`config.mk`:
```
export PLATFORM = sky130hd
export DESIGN_NAME = prsq_sequencer
export DESIGN_NICKNAME = d
export VERILOG_FILES = /design/src/logic/prsq_pkg.sv /design/src/logic/prsq_filter.sv /design/src/logic/prsq_sequencer.sv
export SDC_FILE = /design/constraint.sdc
export NUM_CORES = 1
export LEC_CHECK = 0
export BUFFER_PORTS_ARGS = -buffer_cell sky130_fd_sc_hd__buf_2
export CORE_ASPECT_RATIO = 1.1
export CORE_MARGIN = 10
export CORE_UTILIZATION = 32
export DETAILED_ROUTE_END_ITERATION = 10
export HOLD_SLACK_MARGIN = 0.05
export PLACE_DENSITY = 0.44
export SLEW_MARGIN = 20
export SYNTH_ARGS = -nofsm -noshare
export SYNTH_HDL_FRONTEND = slang
export SYNTH_SLANG_ARGS = --single-unit
```
`constraint.sdc`:
```
create_clock -name ref_clk_in -period 2.69 [get_ports ref_clk_in]
set_clock_uncertainty 0.1 [all_clocks]
set_input_delay 0.269 -clock ref_clk_in [delete_from_list [all_inputs] [get_ports ref_clk_in]]
set_output_delay 0.269 -clock ref_clk_in [all_outputs]
set_load 0.1 [all_outputs]
```
`src/logic/prsq_pkg.sv`:
```
// package for the phy reset and isolate sequencer: timing constants, states, carriers
// assumes a 40 MHz reference clock feeding the sequencer
`default_nettype none
package prsq_pkg;
    localparam int unsigned CLK_PERIOD_PS = 25000;
    localparam int unsigned HW_RESET_MIN_NS = 1000;
    localparam int unsigned HW_RESET_MIN_CYC = (HW_RESET_MIN_NS * 1000 + CLK_PERIOD_PS - 1)
        / CLK_PERIOD_PS;
    localparam int unsigned STRAP_LATCH_NS = 800;
    localparam int unsigned STRAP_LATCH_CYC = (STRAP_LATCH_NS * 1000) / CLK_PERIOD_PS;
    localparam int unsigned ISO_CLEAR_MAX_US = 100;
    localparam int unsigned ISO_CLEAR_CYC = (ISO_CLEAR_MAX_US * 1000000) / CLK_PERIOD_PS;
    localparam int unsigned INT_RESET_US = 500;
    localparam int unsigned INT_RESET_CYC = (INT_RESET_US * 1000000) / CLK_PERIOD_PS;
    localparam int unsigned MGMT_PREAMBLE_BITS = 32;
    localparam int unsigned ISOLATE_BIT = 10;
    localparam int unsigned STRAP_W = 5;
    localparam int unsigned CNT_W = 20;
    localparam logic [4:0] ADDR_ZERO = 5'h00;
    localparam logic [2:0] FILT_ONES = 3'h7;

    typedef enum logic [2:0] {
        PRSQ_ST_RESET = 3'h0,
        PRSQ_ST_LATCH = 3'h1,
        PRSQ_ST_SETTLE = 3'h2,
        PRSQ_ST_ISOLATE = 3'h3,
        PRSQ_ST_LEAVE = 3'h4,
        PRSQ_ST_NORMAL = 3'h5
    } prsq_state_t;

    typedef struct packed {
        logic isolate;
        logic soft_reset;
    } prsq_ctrl_t;

    typedef struct packed {
        logic busy;
        logic isolated;
        logic mgmt_ready;
        logic [4:0] strap_addr;
    } prsq_stat_t;
endpackage
`default_nettype wire

```
`src/logic/prsq_filter.sv`:
```
// three-stage pin synchroniser with agreement filter
// assumes the pin is asynchronous to ref_clk_in
`default_nettype none
module prsq_filter #(
    parameter int unsigned RESET_VAL = 0
) (
    input wire logic ref_clk_in,
    input wire logic reset_in,
    input wire logic pin_in,
    output logic level_out
);
    logic [2:0] sync_q;
    logic [2:0] sync_d;
    logic level_q;
    logic level_d;

    always_comb begin
        sync_d = {sync_q[1:0], pin_in};
        level_d = level_q;
        // stage 0 is only read by stage 1
        if (sync_q[1] == sync_q[2]) begin
            level_d = sync_q[2];
        end
    end

    always_ff @(posedge ref_clk_in) begin
        if (reset_in) begin
            sync_q <= {3{RESET_VAL[0]}};
            level_q <= RESET_VAL[0];
        end else begin
            sync_q <= sync_d;
            level_q <= level_d;
        end
    end

    assign level_out = level_q;
endmodule
`default_nettype wire

```
`src/logic/prsq_sequencer.sv`:
```
// reset, strap latch and isolate sequencing for a 10/100 ethernet phy
// assumes ref_clk_in at 40 MHz; reset pin asynchronous; strap pins shared with outputs
`default_nettype none
module prsq_sequencer #(
    parameter int unsigned INT_RESET_CYCLES = prsq_pkg::INT_RESET_CYC,
    parameter int unsigned ISO_CLEAR_CYCLES = prsq_pkg::ISO_CLEAR_CYC
) (
    input wire logic ref_clk_in,
    input wire logic reset_in,
    input wire logic hw_reset_pin_in,
    input wire prsq_pkg::prsq_ctrl_t ctrl_in,
    input wire logic ctrl_write_in,
    input wire logic mdc_rise_in,
    input wire logic mdio_in,
    input wire logic [4:0] strap_pins_in,
    input wire logic [4:0] pin_drive_in,
    output logic [4:0] strap_pins_out,
    output logic strap_pins_oe_n_out,
    output logic regs_default_out,
    output logic frame_accept_out,
    output prsq_pkg::prsq_stat_t status_out
);
    logic pin_level;
    logic [prsq_pkg::CNT_W-1:0] cnt_q, cnt_d;
    logic [prsq_pkg::CNT_W-1:0] hold_q, hold_d;
    logic [5:0] pre_q, pre_d;
    prsq_pkg::prsq_state_t state_q, state_d;
    logic [4:0] addr_q, addr_d;
    logic [4:0] pins_q, pins_d;
    logic oe_n_q, oe_n_d;
    logic iso_q, iso_d;
    logic dflt_q, dflt_d;
    logic acc_q, acc_d;
    logic rst_req;
    logic [prsq_pkg::STRAP_W-1:0] strap_level;

    function automatic logic [prsq_pkg::CNT_W-1:0] cyc(input int unsigned n);
        cyc = prsq_pkg::CNT_W'(n);
    endfunction

    prsq_filter #(.RESET_VAL(0)) u_rst_filt (
        .ref_clk_in(ref_clk_in),
        .reset_in(reset_in),
        .pin_in(hw_reset_pin_in),
        .level_out(pin_level)
    );

    // straps settle through resistors once the pins turn back into inputs, so they are
    // filtered like the reset pin; the 32-cycle latch delay leaves ample time for that
    for (genvar b = 0; b < int'(prsq_pkg::STRAP_W); b++) begin : g_strap
        prsq_filter #(.RESET_VAL(0)) u_strap_filt (
            .ref_clk_in(ref_clk_in),
            .reset_in(reset_in),
            .pin_in(strap_pins_in[b]),
            .level_out(strap_level[b])
        );
    end

    always_comb begin
        // short glitches never reach the sequencer
        hold_d = pin_level ? ((hold_q == cyc(prsq_pkg::HW_RESET_MIN_CYC)) ? hold_q
            : hold_q + 1'b1) : '0;
    end

    // hard reset only counts after the minimum width; soft reset takes effect at once
    assign rst_req = (hold_q == cyc(prsq_pkg::HW_RESET_MIN_CYC))
        || (ctrl_write_in && ctrl_in.soft_reset);

    always_comb begin
        state_d = state_q;
        cnt_d = cnt_q;
        addr_d = addr_q;
        pins_d = pins_q;
        oe_n_d = oe_n_q;
        iso_d = iso_q;
        dflt_d = 1'b0;
        if (rst_req) begin
            state_d = prsq_pkg::PRSQ_ST_RESET;
            oe_n_d = 1'b1;
            iso_d = 1'b1;
            cnt_d = '0;
        end else begin
            unique case (state_q)
                prsq_pkg::PRSQ_ST_RESET: begin
                    oe_n_d = 1'b1;
                    iso_d = 1'b1;
                    if (!pin_level) begin
                        state_d = prsq_pkg::PRSQ_ST_LATCH;
                        cnt_d = '0;
                    end
                end
                prsq_pkg::PRSQ_ST_LATCH: begin
                    cnt_d = cnt_q + 1'b1;
                    if (cnt_q == cyc(prsq_pkg::STRAP_LATCH_CYC - 1)) begin
                        addr_d = strap_level;
                        oe_n_d = 1'b0;
                        state_d = prsq_pkg::PRSQ_ST_SETTLE;
                    end
                end
                prsq_pkg::PRSQ_ST_SETTLE: begin
                    cnt_d = cnt_q + 1'b1;
                    if (cnt_q >= cyc(INT_RESET_CYCLES - 1)) begin
                        dflt_d = 1'b1;
                        state_d = prsq_pkg::PRSQ_ST_ISOLATE;
                        // address zero stays isolated until software clears the bit
                        if (addr_q != prsq_pkg::ADDR_ZERO) begin
                            iso_d = 1'b0;
                            state_d = prsq_pkg::PRSQ_ST_NORMAL;
                        end
                    end
                end
                prsq_pkg::PRSQ_ST_ISOLATE: begin
                    if (ctrl_write_in && !ctrl_in.isolate) begin
                        state_d = prsq_pkg::PRSQ_ST_LEAVE;
                        cnt_d = '0;
                    end
                end
                prsq_pkg::PRSQ_ST_LEAVE: begin
                    cnt_d = cnt_q + 1'b1;
                    if (ctrl_write_in && ctrl_in.isolate) begin
                        state_d = prsq_pkg::PRSQ_ST_ISOLATE;
                    end else if (cnt_q >= cyc(ISO_CLEAR_CYCLES - 1)) begin
                        iso_d = 1'b0;
                        state_d = prsq_pkg::PRSQ_ST_NORMAL;
                    end
                end
                prsq_pkg::PRSQ_ST_NORMAL: begin
                    if (ctrl_write_in && ctrl_in.isolate) begin
                        iso_d = 1'b1;
                        state_d = prsq_pkg::PRSQ_ST_ISOLATE;
                    end
                end
                default: begin
                    state_d = prsq_pkg::PRSQ_ST_RESET;
                    iso_d = 1'b1;
                    oe_n_d = 1'b1;
                end
            endcase
        end
        pins_d = pin_drive_in;
    end

    logic busy;
    assign busy = (state_q == prsq_pkg::PRSQ_ST_RESET) || (state_q == prsq_pkg::PRSQ_ST_LATCH)
        || (state_q == prsq_pkg::PRSQ_ST_SETTLE);

    always_comb begin
        pre_d = pre_q;
        acc_d = acc_q;
        if (busy || rst_req) begin
            pre_d = '0;
            acc_d = 1'b0;
        end else if (mdc_rise_in) begin
            if (!mdio_in) begin
                pre_d = '0;
            end else if (pre_q != 6'(prsq_pkg::MGMT_PREAMBLE_BITS)) begin
                pre_d = pre_q + 1'b1;
            end
            if (pre_q == 6'(prsq_pkg::MGMT_PREAMBLE_BITS - 1) && mdio_in) begin
                acc_d = 1'b1;
            end
        end
    end

    always_ff @(posedge ref_clk_in) begin
        if (reset_in) begin
            state_q <= prsq_pkg::PRSQ_ST_RESET;
            cnt_q <= '0;
            hold_q <= '0;
            pre_q <= '0;
            addr_q <= '0;
            pins_q <= '0;
            oe_n_q <= 1'b1;
            iso_q <= 1'b1;
            dflt_q <= 1'b0;
            acc_q <= 1'b0;
        end else begin
            state_q <= state_d;
            cnt_q <= cnt_d;
            hold_q <= hold_d;
            pre_q <= pre_d;
            addr_q <= addr_d;
            pins_q <= pins_d;
            oe_n_q <= oe_n_d;
            iso_q <= iso_d;
            dflt_q <= dflt_d;
            acc_q <= acc_d;
        end
    end

    prsq_pkg::prsq_stat_t stat_q;
    prsq_pkg::prsq_stat_t stat_d;

    // isolated and ready follow the next values so the word lines up with the other outputs
    always_comb begin
        stat_d = '{busy: busy, isolated: iso_d, mgmt_ready: acc_d, strap_addr: addr_d};
    end

    always_ff @(posedge ref_clk_in) begin
        if (reset_in) begin
            stat_q <= '{busy: 1'b1, isolated: 1'b1, mgmt_ready: 1'b0, strap_addr: 5'h00};
        end else begin
            stat_q <= stat_d;
        end
    end

    assign strap_pins_out = pins_q;
    assign strap_pins_oe_n_out = oe_n_q;
    assign regs_default_out = dflt_q;
    assign frame_accept_out = acc_q;
    assign status_out = stat_q;
endmodule
`default_nettype wire

```
==> metrics.md, run 1 <==
| Metric | Value |
|---|---|
| Seq/Total Area, Yosys | 44.0% |
| Dpl cells | 618 |
| GR Util met3 | 2.96% |
| Pwr Total | 0.00285 W |
| Root buffer cell | clkbuf_16 |
| Cts hold-fix bufs | 11 |
| First DRT Iteration DRCs | 124 |
| Final hold violations | 0 |
| CP required | 2.82 ns |
| R2R Setup Slk | 0.41 ns |
| Clock Path Buffers | 2 |
| R2R cell count | 6 |
| Syn avg cell area | 9.05 sq um |
| Crit path DAT | 2.41 ns |
| Reg2reg end | state_q[1] |
| Post-route setup TNS | 0 ns |
| Vias in the first global route | 3075 |
| Yosys warns | 0 |
| Via density | 4.96 |
| Flop pwr share | 47.8% |
| Switching component of the power | 0.000721 W |
| Hold depth | 5 |
| Pwr/cell area | 608 nW/um^2 |
| Logic pwr share | 9.7% |
| Tcrit/Tclk final | 84.7% |
| Sw Ratio | 25.3% |
| Initial antenna violation count | 0 |
| Wire per inst | 13.3 um |
| First-pass iteration count of the detailed router | 4 |
| Synth Instances | 442 |
| Residual DRC | 0 |
| Area contributors post-synth | dfxtp_1, nor2_1, nor2b_1, xnor2_1, xor2_1 |
| F_max | 439 MHz |
| Critical-path maximum fanout | 6 |
| WHS Endpoint | status_out[5] |
| First-pass GRT wire length | 14700 um |
| Setup crit end kind | register |
| Total congestion overflow | 0 |
| Count of cell types in the netlist | 67 |
| Cts bufs inserted | 9 |
| Post-CTS Setup Bufs | 0 |
| Top cell type's share of synthesized area | 44.0% |
| GPL Wtd Cong | 0.800 |
| Internal Power | 0.00213 W |
| Die span in y | 137 um |
| Area Overhead vs Synth | 17.4% |
| Worst Setup Start Kind | register |
| Number of max-cap violations | 0 |
| Routed wire length | 8580 um |
| TritonCTS clock tree | built |
| Reg clk slew, reported paths | 0.07 ns |
| Most frequent cells after synthesis | dfxtp_1, nor2_1, nand2_1 |
| Status | completed |
| Setup violators final | 0 |
| Core area | 12100 sq um |
| I/O Pins | 34 |
| Most frequent cell after synthesis | dfxtp_1 |
| Antenna diode count | 0 |
| Area leader, netlist | dfxtp_1 |
| Cell area after synthesis | 4000 sq um |
| Critical R2R Launch | cnt_q[0] |
| Ys flop type | dfxtp_1 |
| Ys async rst share | 0% |
| Full die area | 17400 sq um |
| Total track usage | 10.2% |
| Starting Density | 33.0% |
| Nets | 509 |
| Fin crit period | 2.28 ns |
| Clock Latency Late Sink | 0.34 ns |
| Hold slack | 0.207 ns |
| Vias | 3200 |
| Slew headroom | 57.4% |
| Site Rows | 42 |
| Clock Sinks | 88 |
| Hold Startpoint | mdc_rise_in |
| Design area | 4700 sq um |
| Min-delay worst type | input pin to register |
| Max VDD drop | 340 uV |
| H-tree Lvls | 3 |
| Slew of the pin with the lowest slew margin | 0.639 ns |
| Chip width | 127 um |
| Max-slew violations | 0 |
| Largest net degree at the start of global routing | 37 |
| Synth Register Bits | 88 |
| Post-CTS resize count | 0 |
| EDFF count, synth | 0 |
| Input/output buffers | 33 |
| Gr busiest metal | met2 |
| Post-Syn Nets | 465 |
| ANT nets after route | 0 |
| HPWL Detailed | 6180 um |
| Fraction of layout instances using a drive strength above 1 | 16.7% |
| Routing usage on met2 | 15.3% |
| Filler Cell Count | 1244 |
| Placed cell area | 4290 sq um |
| Leak | 1.60 nW |
| Final non-filler cell total | 645 |
| Unrepaired setup endpoints after global routing | no |
| CP Class | register to register |
| Met1 global-route usage | 13.1% |
| Clock power frac | 42.5% |
[layout make-up]
type / instances / area (sq um) / area share [%]
multi-input combinational: 329 / 2100 / 44.8
clock inverter: 4 / 27.5 / 0.586
sequential: 88 / 1760 / 37.5
tap: 154 / 193 / 4.10
timing repair buffer: 48 / 305 / 6.50
inverter: 10 / 38.8 / 0.826
clock buffer: 12 / 267 / 5.67
[worst max-delay path by stage]
stage	end	start	slack [ns]
floorplan	status_out[6]	status_out[0]	0.57
global placement	state_q[2]	cnt_q[0]	0.52
detailed placement	state_q[1]	cnt_q[1]	0.49
CTS	state_q[1]	cnt_q[0]	0.45
global route	state_q[1]	cnt_q[1]	0.28
finish	state_q[1]	cnt_q[0]	0.41
[power groups by stage]
stage	logic, W	registers (W)	clock network (W)
after floorplan	0.000200	0.00141	0
after global placement	0.000268	0.00139	0
after detailed placement	0.000266	0.00139	0
after CTS	0.000279	0.00136	0.00126
after global routing	0.000303	0.00137	0.00130
final	0.000278	0.00136	0.00121
[worst max-delay path: stages, from the launching register on]
cell      delay (ns)
dfxtp_1         0.44
ha_1            0.27
and4_1          0.25
and2_1          0.13
nand4_1         0.16
a311oi_2        0.44
mux2_2          0.38
[layout by cell type (no fill, tap or decap), types with 16 or more instances in the layout]
cell,netlist,layout
nor2_1,58,58
buf_2,1,33
nand2_1,37,37
xnor2_1,19,19
nor2b_1,27,27
xor2_1,18,18
a21oi_1,21,21
nand3_1,21,21
dfxtp_1,88,88
o21ai_0,16,16
[sequential cells by signal (all words and copies together) (netlist names)]
register,count
g_strap.u_strap_filt.sync_q,15
strap_pins_oe_n_out,1
state_q,3
cnt_q,20
hold_q,20
u_rst_filt.level_out,1
status_out,8
u_rst_filt.sync_q,3
g_strap.u_strap_filt.level_out,5
regs_default_out,1
strap_pins_out,5
pre_q,6
[logic make-up after synthesis]
group / Yosys count / synth area share [%]
AOI/OAI and AO/OA: 70 / 12.3
muxes: 3 / 0.813
xor gates and xnor gates: 37 / 8.10
buffers and inverters: 25 / 3.35
DFF: 88 / 44.0
and+or+nand+nor: 214 / 29.8
adders and majority gates: 5 / 1.56
[layer usage]
metal / wire, um / share of wire [%]
met5: 0 / 0
met1: 4280 / 50
met3: 482 / 5.6
met2: 3640 / 42
met4: 172 / 2.0
[metrics by stage]
stage	worst slack, ns	util [%]
floorplan	0.571	-
global placement	0.516	35.4
detailed placement	0.488	35.4
CTS	0.446	38.7
global route	0.281	38.7
finish	0.412	38.7
(Power assumes the default switching activity.)
==> run 2, diff against run 1 <==
==> constraint.sdc (replaced) <==
create_clock -name ref_clk_in -period 2.2 [get_ports ref_clk_in]
set_clock_uncertainty 0.1 [all_clocks]
set_input_delay 0.22 -clock ref_clk_in [delete_from_list [all_inputs] [get_ports ref_clk_in]]
set_output_delay 0.22 -clock ref_clk_in [all_outputs]
set_load 0.1 [all_outputs]
==> run 2 against run 1 <==
Against the previous run: register-to-register slack got worse by 0.32 ns; non-clock buffer count increased by 21; clock power increased by 42%; setup slack got worse by 0.32 ns; combinational power increased by 45%; sequential cell count unchanged; sequential share of layout area decreased by 1.8 points; die area unchanged; sequential power increased by 23%; first-iteration DRC count increased by 41%; critical path type unchanged.
==> metrics.md, run 2 (synthesis gave the netlist of run 1 again) <==
| Metric | Value |
|---|---|
| Reg clk slew, reported paths | 0.06 ns |
| Fin crit period | 2.11 ns |
| Met1 global-route usage | 14.0% |
| Worst Setup Start Kind | register |
| Min-delay worst type | input pin to register |
| Final non-filler cell total | 666 |
| Vias | 3256 |
| Max VDD drop | 356 uV |
| Internal Power | 0.00284 W |
| Critical-path maximum fanout | 13 |
| Final hold violations | 0 |
| CP Class | register to register |
| CP required | 2.33 ns |
| Chip width | 127 um |
| Top Registers | cnt_q x20, hold_q x20, g_strap.u_strap_filt.sync_q x15 |
| Max-slew violations | 0 |
| Largest net degree at the start of global routing | 35 |
| Residual DRC | 0 |
| Root buffer cell | clkbuf_16 |
| Setup crit end kind | register |
| Fraction of layout instances using a drive strength above 1 | 20.5% |
| Total congestion overflow | 0 |
| Slew headroom | 62.7% |
| First DRT Iteration DRCs | 175 |
| Sw Ratio | 25.0% |
| Via density | 4.89 |
| Clock Sinks | 88 |
| First-pass iteration count of the detailed router | 4 |
| Routing usage on met2 | 16.3% |
| Logic pwr share | 10.7% |
| Input/output buffers | 33 |
| Routed wire length | 9090 um |
| Site Rows | 42 |
| Number of max-cap violations | 0 |
| Vias in the first global route | 3196 |
| Switching component of the power | 0.000945 W |
| Pwr/cell area | 768 nW/um^2 |
| Area Overhead vs Synth | 23.2% |
| DP Worst Slack | 0.0847 ns |
| Total track usage | 10.8% |
| Most frequent cells in the layout | dfxtp_1, nor2_1, nand2_1, buf_2, nor2b_1 |
| Most common library cell in the layout ignoring fill and taps | dfxtp_1 |
| ANT nets after route | 0 |
| Starting Density | 33.0% |
| Flop pwr share | 44.0% |
| Core area | 12100 sq um |
| Dpl cells | 636 |
| Die span in y | 137 um |
| First-pass GRT wire length | 15400 um |
| Clock power frac | 45.3% |
| Status | completed |
| HPWL Detailed | 6420 um |
| Nets | 530 |
| Tcrit/Tclk final | 95.9% |
| GPL Wtd Cong | 0.865 |
| Cts bufs inserted | 9 |
| Clock Latency Late Sink | 0.34 ns |
| Antenna diode count | 0 |
| PnR worst setup slack | 0.0892 ns |
| Crit-path max cell delay | 0.61 ns |
| R2R Setup Slk | 0.09 ns |
| GR Util met3 | 2.31% |
| Crit path DAT | 2.24 ns |
| Slew of the pin with the lowest slew margin | 0.560 ns |
| Slowest CP cell | dfxtp_1 |
| Leak | 1.75 nW |
| I/O Pins | 34 |
| H-tree Lvls | 3 |
| Initial antenna violation count | 0 |
| Setup violators final | 0 |
| Crit-path cells | nor2_1 > a2bb2oi_1 > o32ai_1 > a311oi_2 > buf_4 > mux2_2 |
| TritonCTS clock tree | built |
| Clock Path Buffers | 2 |
| F_max | 474 MHz |
| Gr busiest metal | met2 |
| Wire per inst | 13.6 um |
| Full die area | 17400 sq um |
-- run 2: changes by cell type in the layout (fill, tap and decap cells not counted), sizes merged --
cell / delta
buf: +21
clkinvlp: -3
bufinv: +2
clkbuf: -2
inv: +3
-- run 2: path summary, 6_finish.rpt --
check / from / cells past startpoint / endpoint
min: reset_in / 2 / status_out[7]
max: state_q[1] / 6 / state_q[1]
max reg2reg: state_q[1] / 6 / state_q[1]
min reg2reg: g_strap[3].u_strap_filt.sync_q[0] / 1 / g_strap[3].u_strap_filt.sync_q[1]
-- run 2: metal layers --
layer  part of all wire (%)  vias to the layer above
li1                       -                     1691
met1                     52                     1505
met2                     43                       48
met3                    3.4                       12
met4                    2.0                        0
met5                      0                        -
-- run 2: stage by stage --
stage	total power, W	utilization (%)	cell area [sq um]	hold slack (ns)	TNS [ns]
3_5_place_dp	0.00208	36.6	4440	0.325	0
2_1_floorplan	0.00197	-	4000	0.248	0
5_1_grt	0.00394	40.6	4930	0.0945	-0.0209
4_1_cts	0.00382	40.3	4890	0.0653	0
6_report	0.00379	40.6	4930	0.0640	0
3_3_place_gp	0.00207	36.6	4440	0.318	0
-- run 2: critical path: cells and delay by family (launching register included) --
| kind | cells | cell delay (ns) |
|---|---|---|
| AOI/OAI and AO/OA | 3 | 0.59 |
| buffers and inverters | 1 | 0.17 |
| DFF | 1 | 0.61 |
| muxes | 1 | 0.32 |
| and+or+nand+nor | 1 | 0.20 |
-- run 2: repair_timing --
item                                    CTS  global route
setup buffers                             0             3
resized for setup                         0             4
endpoints found under the setup margin    0            21
hold buffers                             11             0
hold endpoints to repair                 11             0
-- run 2: layout make-up --
class                   instances  area, sq um
repair buffers                 69          475
fillers                      1223         7210
clock buffers                  10          239
well taps                     154          193
multi-input cells             329         2120
flip-flops and latches         88         1760
clock inverters                 6         97.6
inverters                      10         38.8
-- run 2: power groups by stage --
stage	sequential [W]	clock, W	combinational (W)
after global routing	0.00167	0.00183	0.000438
final	0.00167	0.00172	0.000403
after floorplan	0.00172	0	0.000245
after global placement	0.00170	0	0.000373
after detailed placement	0.00170	0	0.000374
after CTS	0.00166	0.00177	0.000390
==> run 3, diff against run 2 <==
--- a/config.mk
+++ b/config.mk
@@ -11,6 +11,7 @@
 export CORE_UTILIZATION = 32
 export DETAILED_ROUTE_END_ITERATION = 10
 export HOLD_SLACK_MARGIN = 0.05
+export MAX_ROUTING_LAYER = met4
 export PLACE_DENSITY = 0.44
 export SLEW_MARGIN = 20
 export SYNTH_ARGS = -nofsm -noshare
==> constraint.sdc (replaced) <==
create_clock -name ref_clk_in -period 2.2 [get_ports ref_clk_in]
set_clock_uncertainty 0.1 [all_clocks]
set_input_delay 0.22 -clock ref_clk_in [delete_from_list [all_inputs] [get_ports ref_clk_in]]
set_output_delay 0.22 -clock ref_clk_in [all_outputs]
set_load 0.005 [all_outputs]
==> run 3 against run 2 <==
Against the previous run: non-clock buffer count increased by 1; sequential cell count unchanged; clock power about the same; sequential share of layout area about the same; critical path type unchanged; global-route usage increased by 0.26 points; via count increased by 0.28%; critical path depth unchanged; first-iteration DRC count decreased by 11%; largest power group unchanged; combinational power decreased by 15%; setup slack got worse by 0.0090 ns; worst hold slack got worse by 0.0016 ns.
==> metrics.md, run 3 (synthesis gave the netlist of run 1 again) <==
| Metric | Value |
|---|---|
| Crit path DAT | 2.25 ns |
| Chip width | 127 um |
| Cts bufs inserted | 9 |
| Worst Setup Start Kind | register |
| Full die area | 17400 sq um |
| Most frequent cells in the layout | dfxtp_1, nor2_1, nand2_1, buf_2, nor2b_1 |
| I/O Pins | 34 |
| GPL Wtd Cong | 0.879 |
| Fraction of layout instances using a drive strength above 1 | 20.5% |
| Initial antenna violation count | 0 |
| Min-delay worst type | input pin to register |
| Crit-path cells | nor2_1 > a2bb2oi_1 > o32ai_1 > a311oi_2 > buf_4 > mux2_2 |
| H-tree Lvls | 3 |
| Core area | 12100 sq um |
| TritonCTS clock tree | built |
| Dpl cells | 636 |
| Max VDD drop | 354 uV |
| Max-slew violations | 0 |
| Via density | 4.90 |
| Post-route setup TNS | 0 ns |
| Final hold violations | 0 |
| CP Class | register to register |
| Slew headroom | 64.8% |
| Root buffer cell | clkbuf_16 |
| Util after Layout | 40.6% |
| Die span in y | 137 um |
| Pwr/cell area | 756 nW/um^2 |
| Total track usage | 11.0% |
| Setup crit end kind | register |
| Hold slack | 0.0624 ns |
| Residual DRC | 0 |
| Tcrit/Tclk final | 96.4% |
| Switching component of the power | 0.000885 W |
| Input/output buffers | 33 |
| Clock Latency Late Sink | 0.34 ns |
| First-pass GRT wire length | 15400 um |
| ANT nets after route | 0 |
| Internal Power | 0.00284 W |
| Area Overhead vs Synth | 23.2% |
| First-pass iteration count of the detailed router | 4 |
| Most common library cell in the layout ignoring fill and taps | dfxtp_1 |
| Design area | 4930 sq um |
| Setup violators final | 0 |
| Clock power frac | 46.1% |
| Number of max-cap violations | 0 |
| Placed cell area | 4440 sq um |
| Largest net degree at the start of global routing | 35 |
| Total congestion overflow | 0 |
| Reg clk slew, reported paths | 0.06 ns |
| Starting Density | 33.0% |
| Flop pwr share | 44.7% |
| Site Rows | 42 |
| Clock Sinks | 88 |
| Status | completed |
| Slowest CP cell | dfxtp_1 |
| Final non-filler cell total | 667 |
| Fin crit period | 2.12 ns |
| F_max | 472 MHz |
| Nets | 531 |
| Clock Path Buffers | 2 |
| Slew of the pin with the lowest slew margin | 0.529 ns |
| Critical-path maximum fanout | 13 |
| HPWL Detailed | 6420 um |
| Vias | 3265 |
| Top Registers | cnt_q x20, hold_q x20, g_strap.u_strap_filt.sync_q x15 |
| Sw Ratio | 23.7% |
| CP required | 2.33 ns |
| Logic pwr share | 9.2% |
| Leak | 1.75 nW |
| First DRT Iteration DRCs | 155 |
| Antenna diode count | 0 |
| Crit-path max cell delay | 0.62 ns |
| Wire per inst | 13.6 um |
| Routed wire length | 9100 um |
| Vias in the first global route | 3201 |
| Filler Cell Count | 1228 |
## run 3: path summary, 6_finish.rpt
kind	depth (start not counted)	to	slack, ns	start
setup / recovery	6	state_q[1]	0.08	state_q[1]
hold / removal	2	status_out[7]	0.06	reset_in
setup reg to reg	6	state_q[1]	0.08	state_q[1]
hold reg to reg	1	g_strap[3].u_strap_filt.sync_q[1]	0.34	g_strap[3].u_strap_filt.sync_q[0]
## run 3: what timing repair did
action                                  4_1_cts  5_1_grt
setup buffers                                 0        4
endpoints found under the setup margin        0       21
endpoints found under the hold margin        11        0
hold buffers                                 11        0
resized for setup                             0        3
## run 3: per-stage QoR
stage,total power (W),worst slack [ns]
final,0.00373,0.0802
after global routing,0.00388,-0.00633
after CTS,0.00376,0.0759
after detailed placement,0.00201,0.0847
after global placement,0.00201,0.133
after floorplan,0.00190,0.208
## run 3: area by class of cell
type / count / area [sq um] / area share [%]
multi-input combinational: 329 / 2120 / 42.9
sequential: 88 / 1760 / 35.7
timing repair buffer: 70 / 483 / 9.80
clock buffer: 10 / 239 / 4.85
tap: 154 / 193 / 3.91
clock inverter: 6 / 97.6 / 1.98
inverter: 10 / 38.8 / 0.787
## run 3: per-layer routing
metal | up-vias | track usage [%] | wire (um)
met4 | 0 | 5.44 | 182
met2 | 48 | 16.2 | 3890
met1 | 1510 | 14.3 | 4780
li1 | 1693 | - | -
met5 | - | - | 0
met3 | 14 | 2.04 | 253
## run 3: power by group through the flow
stage / Clock, W / Sequential [W] / Combinational, W
after detailed placement: 0 / 0.00170 / 0.000311
final: 0.00172 / 0.00167 / 0.000343
after floorplan: 0 / 0.00168 / 0.000223
after global placement: 0 / 0.00170 / 0.000310
after global routing: 0.00183 / 0.00167 / 0.000377
after CTS: 0.00177 / 0.00166 / 0.000327
## run 3: critical path, delay by kind of cell, from the launching register on
family	cells	cell delay [ns]
simple gates	1	0.20
mux	1	0.32
compound gates	3	0.59
flops	1	0.62
buf+inv	1	0.17
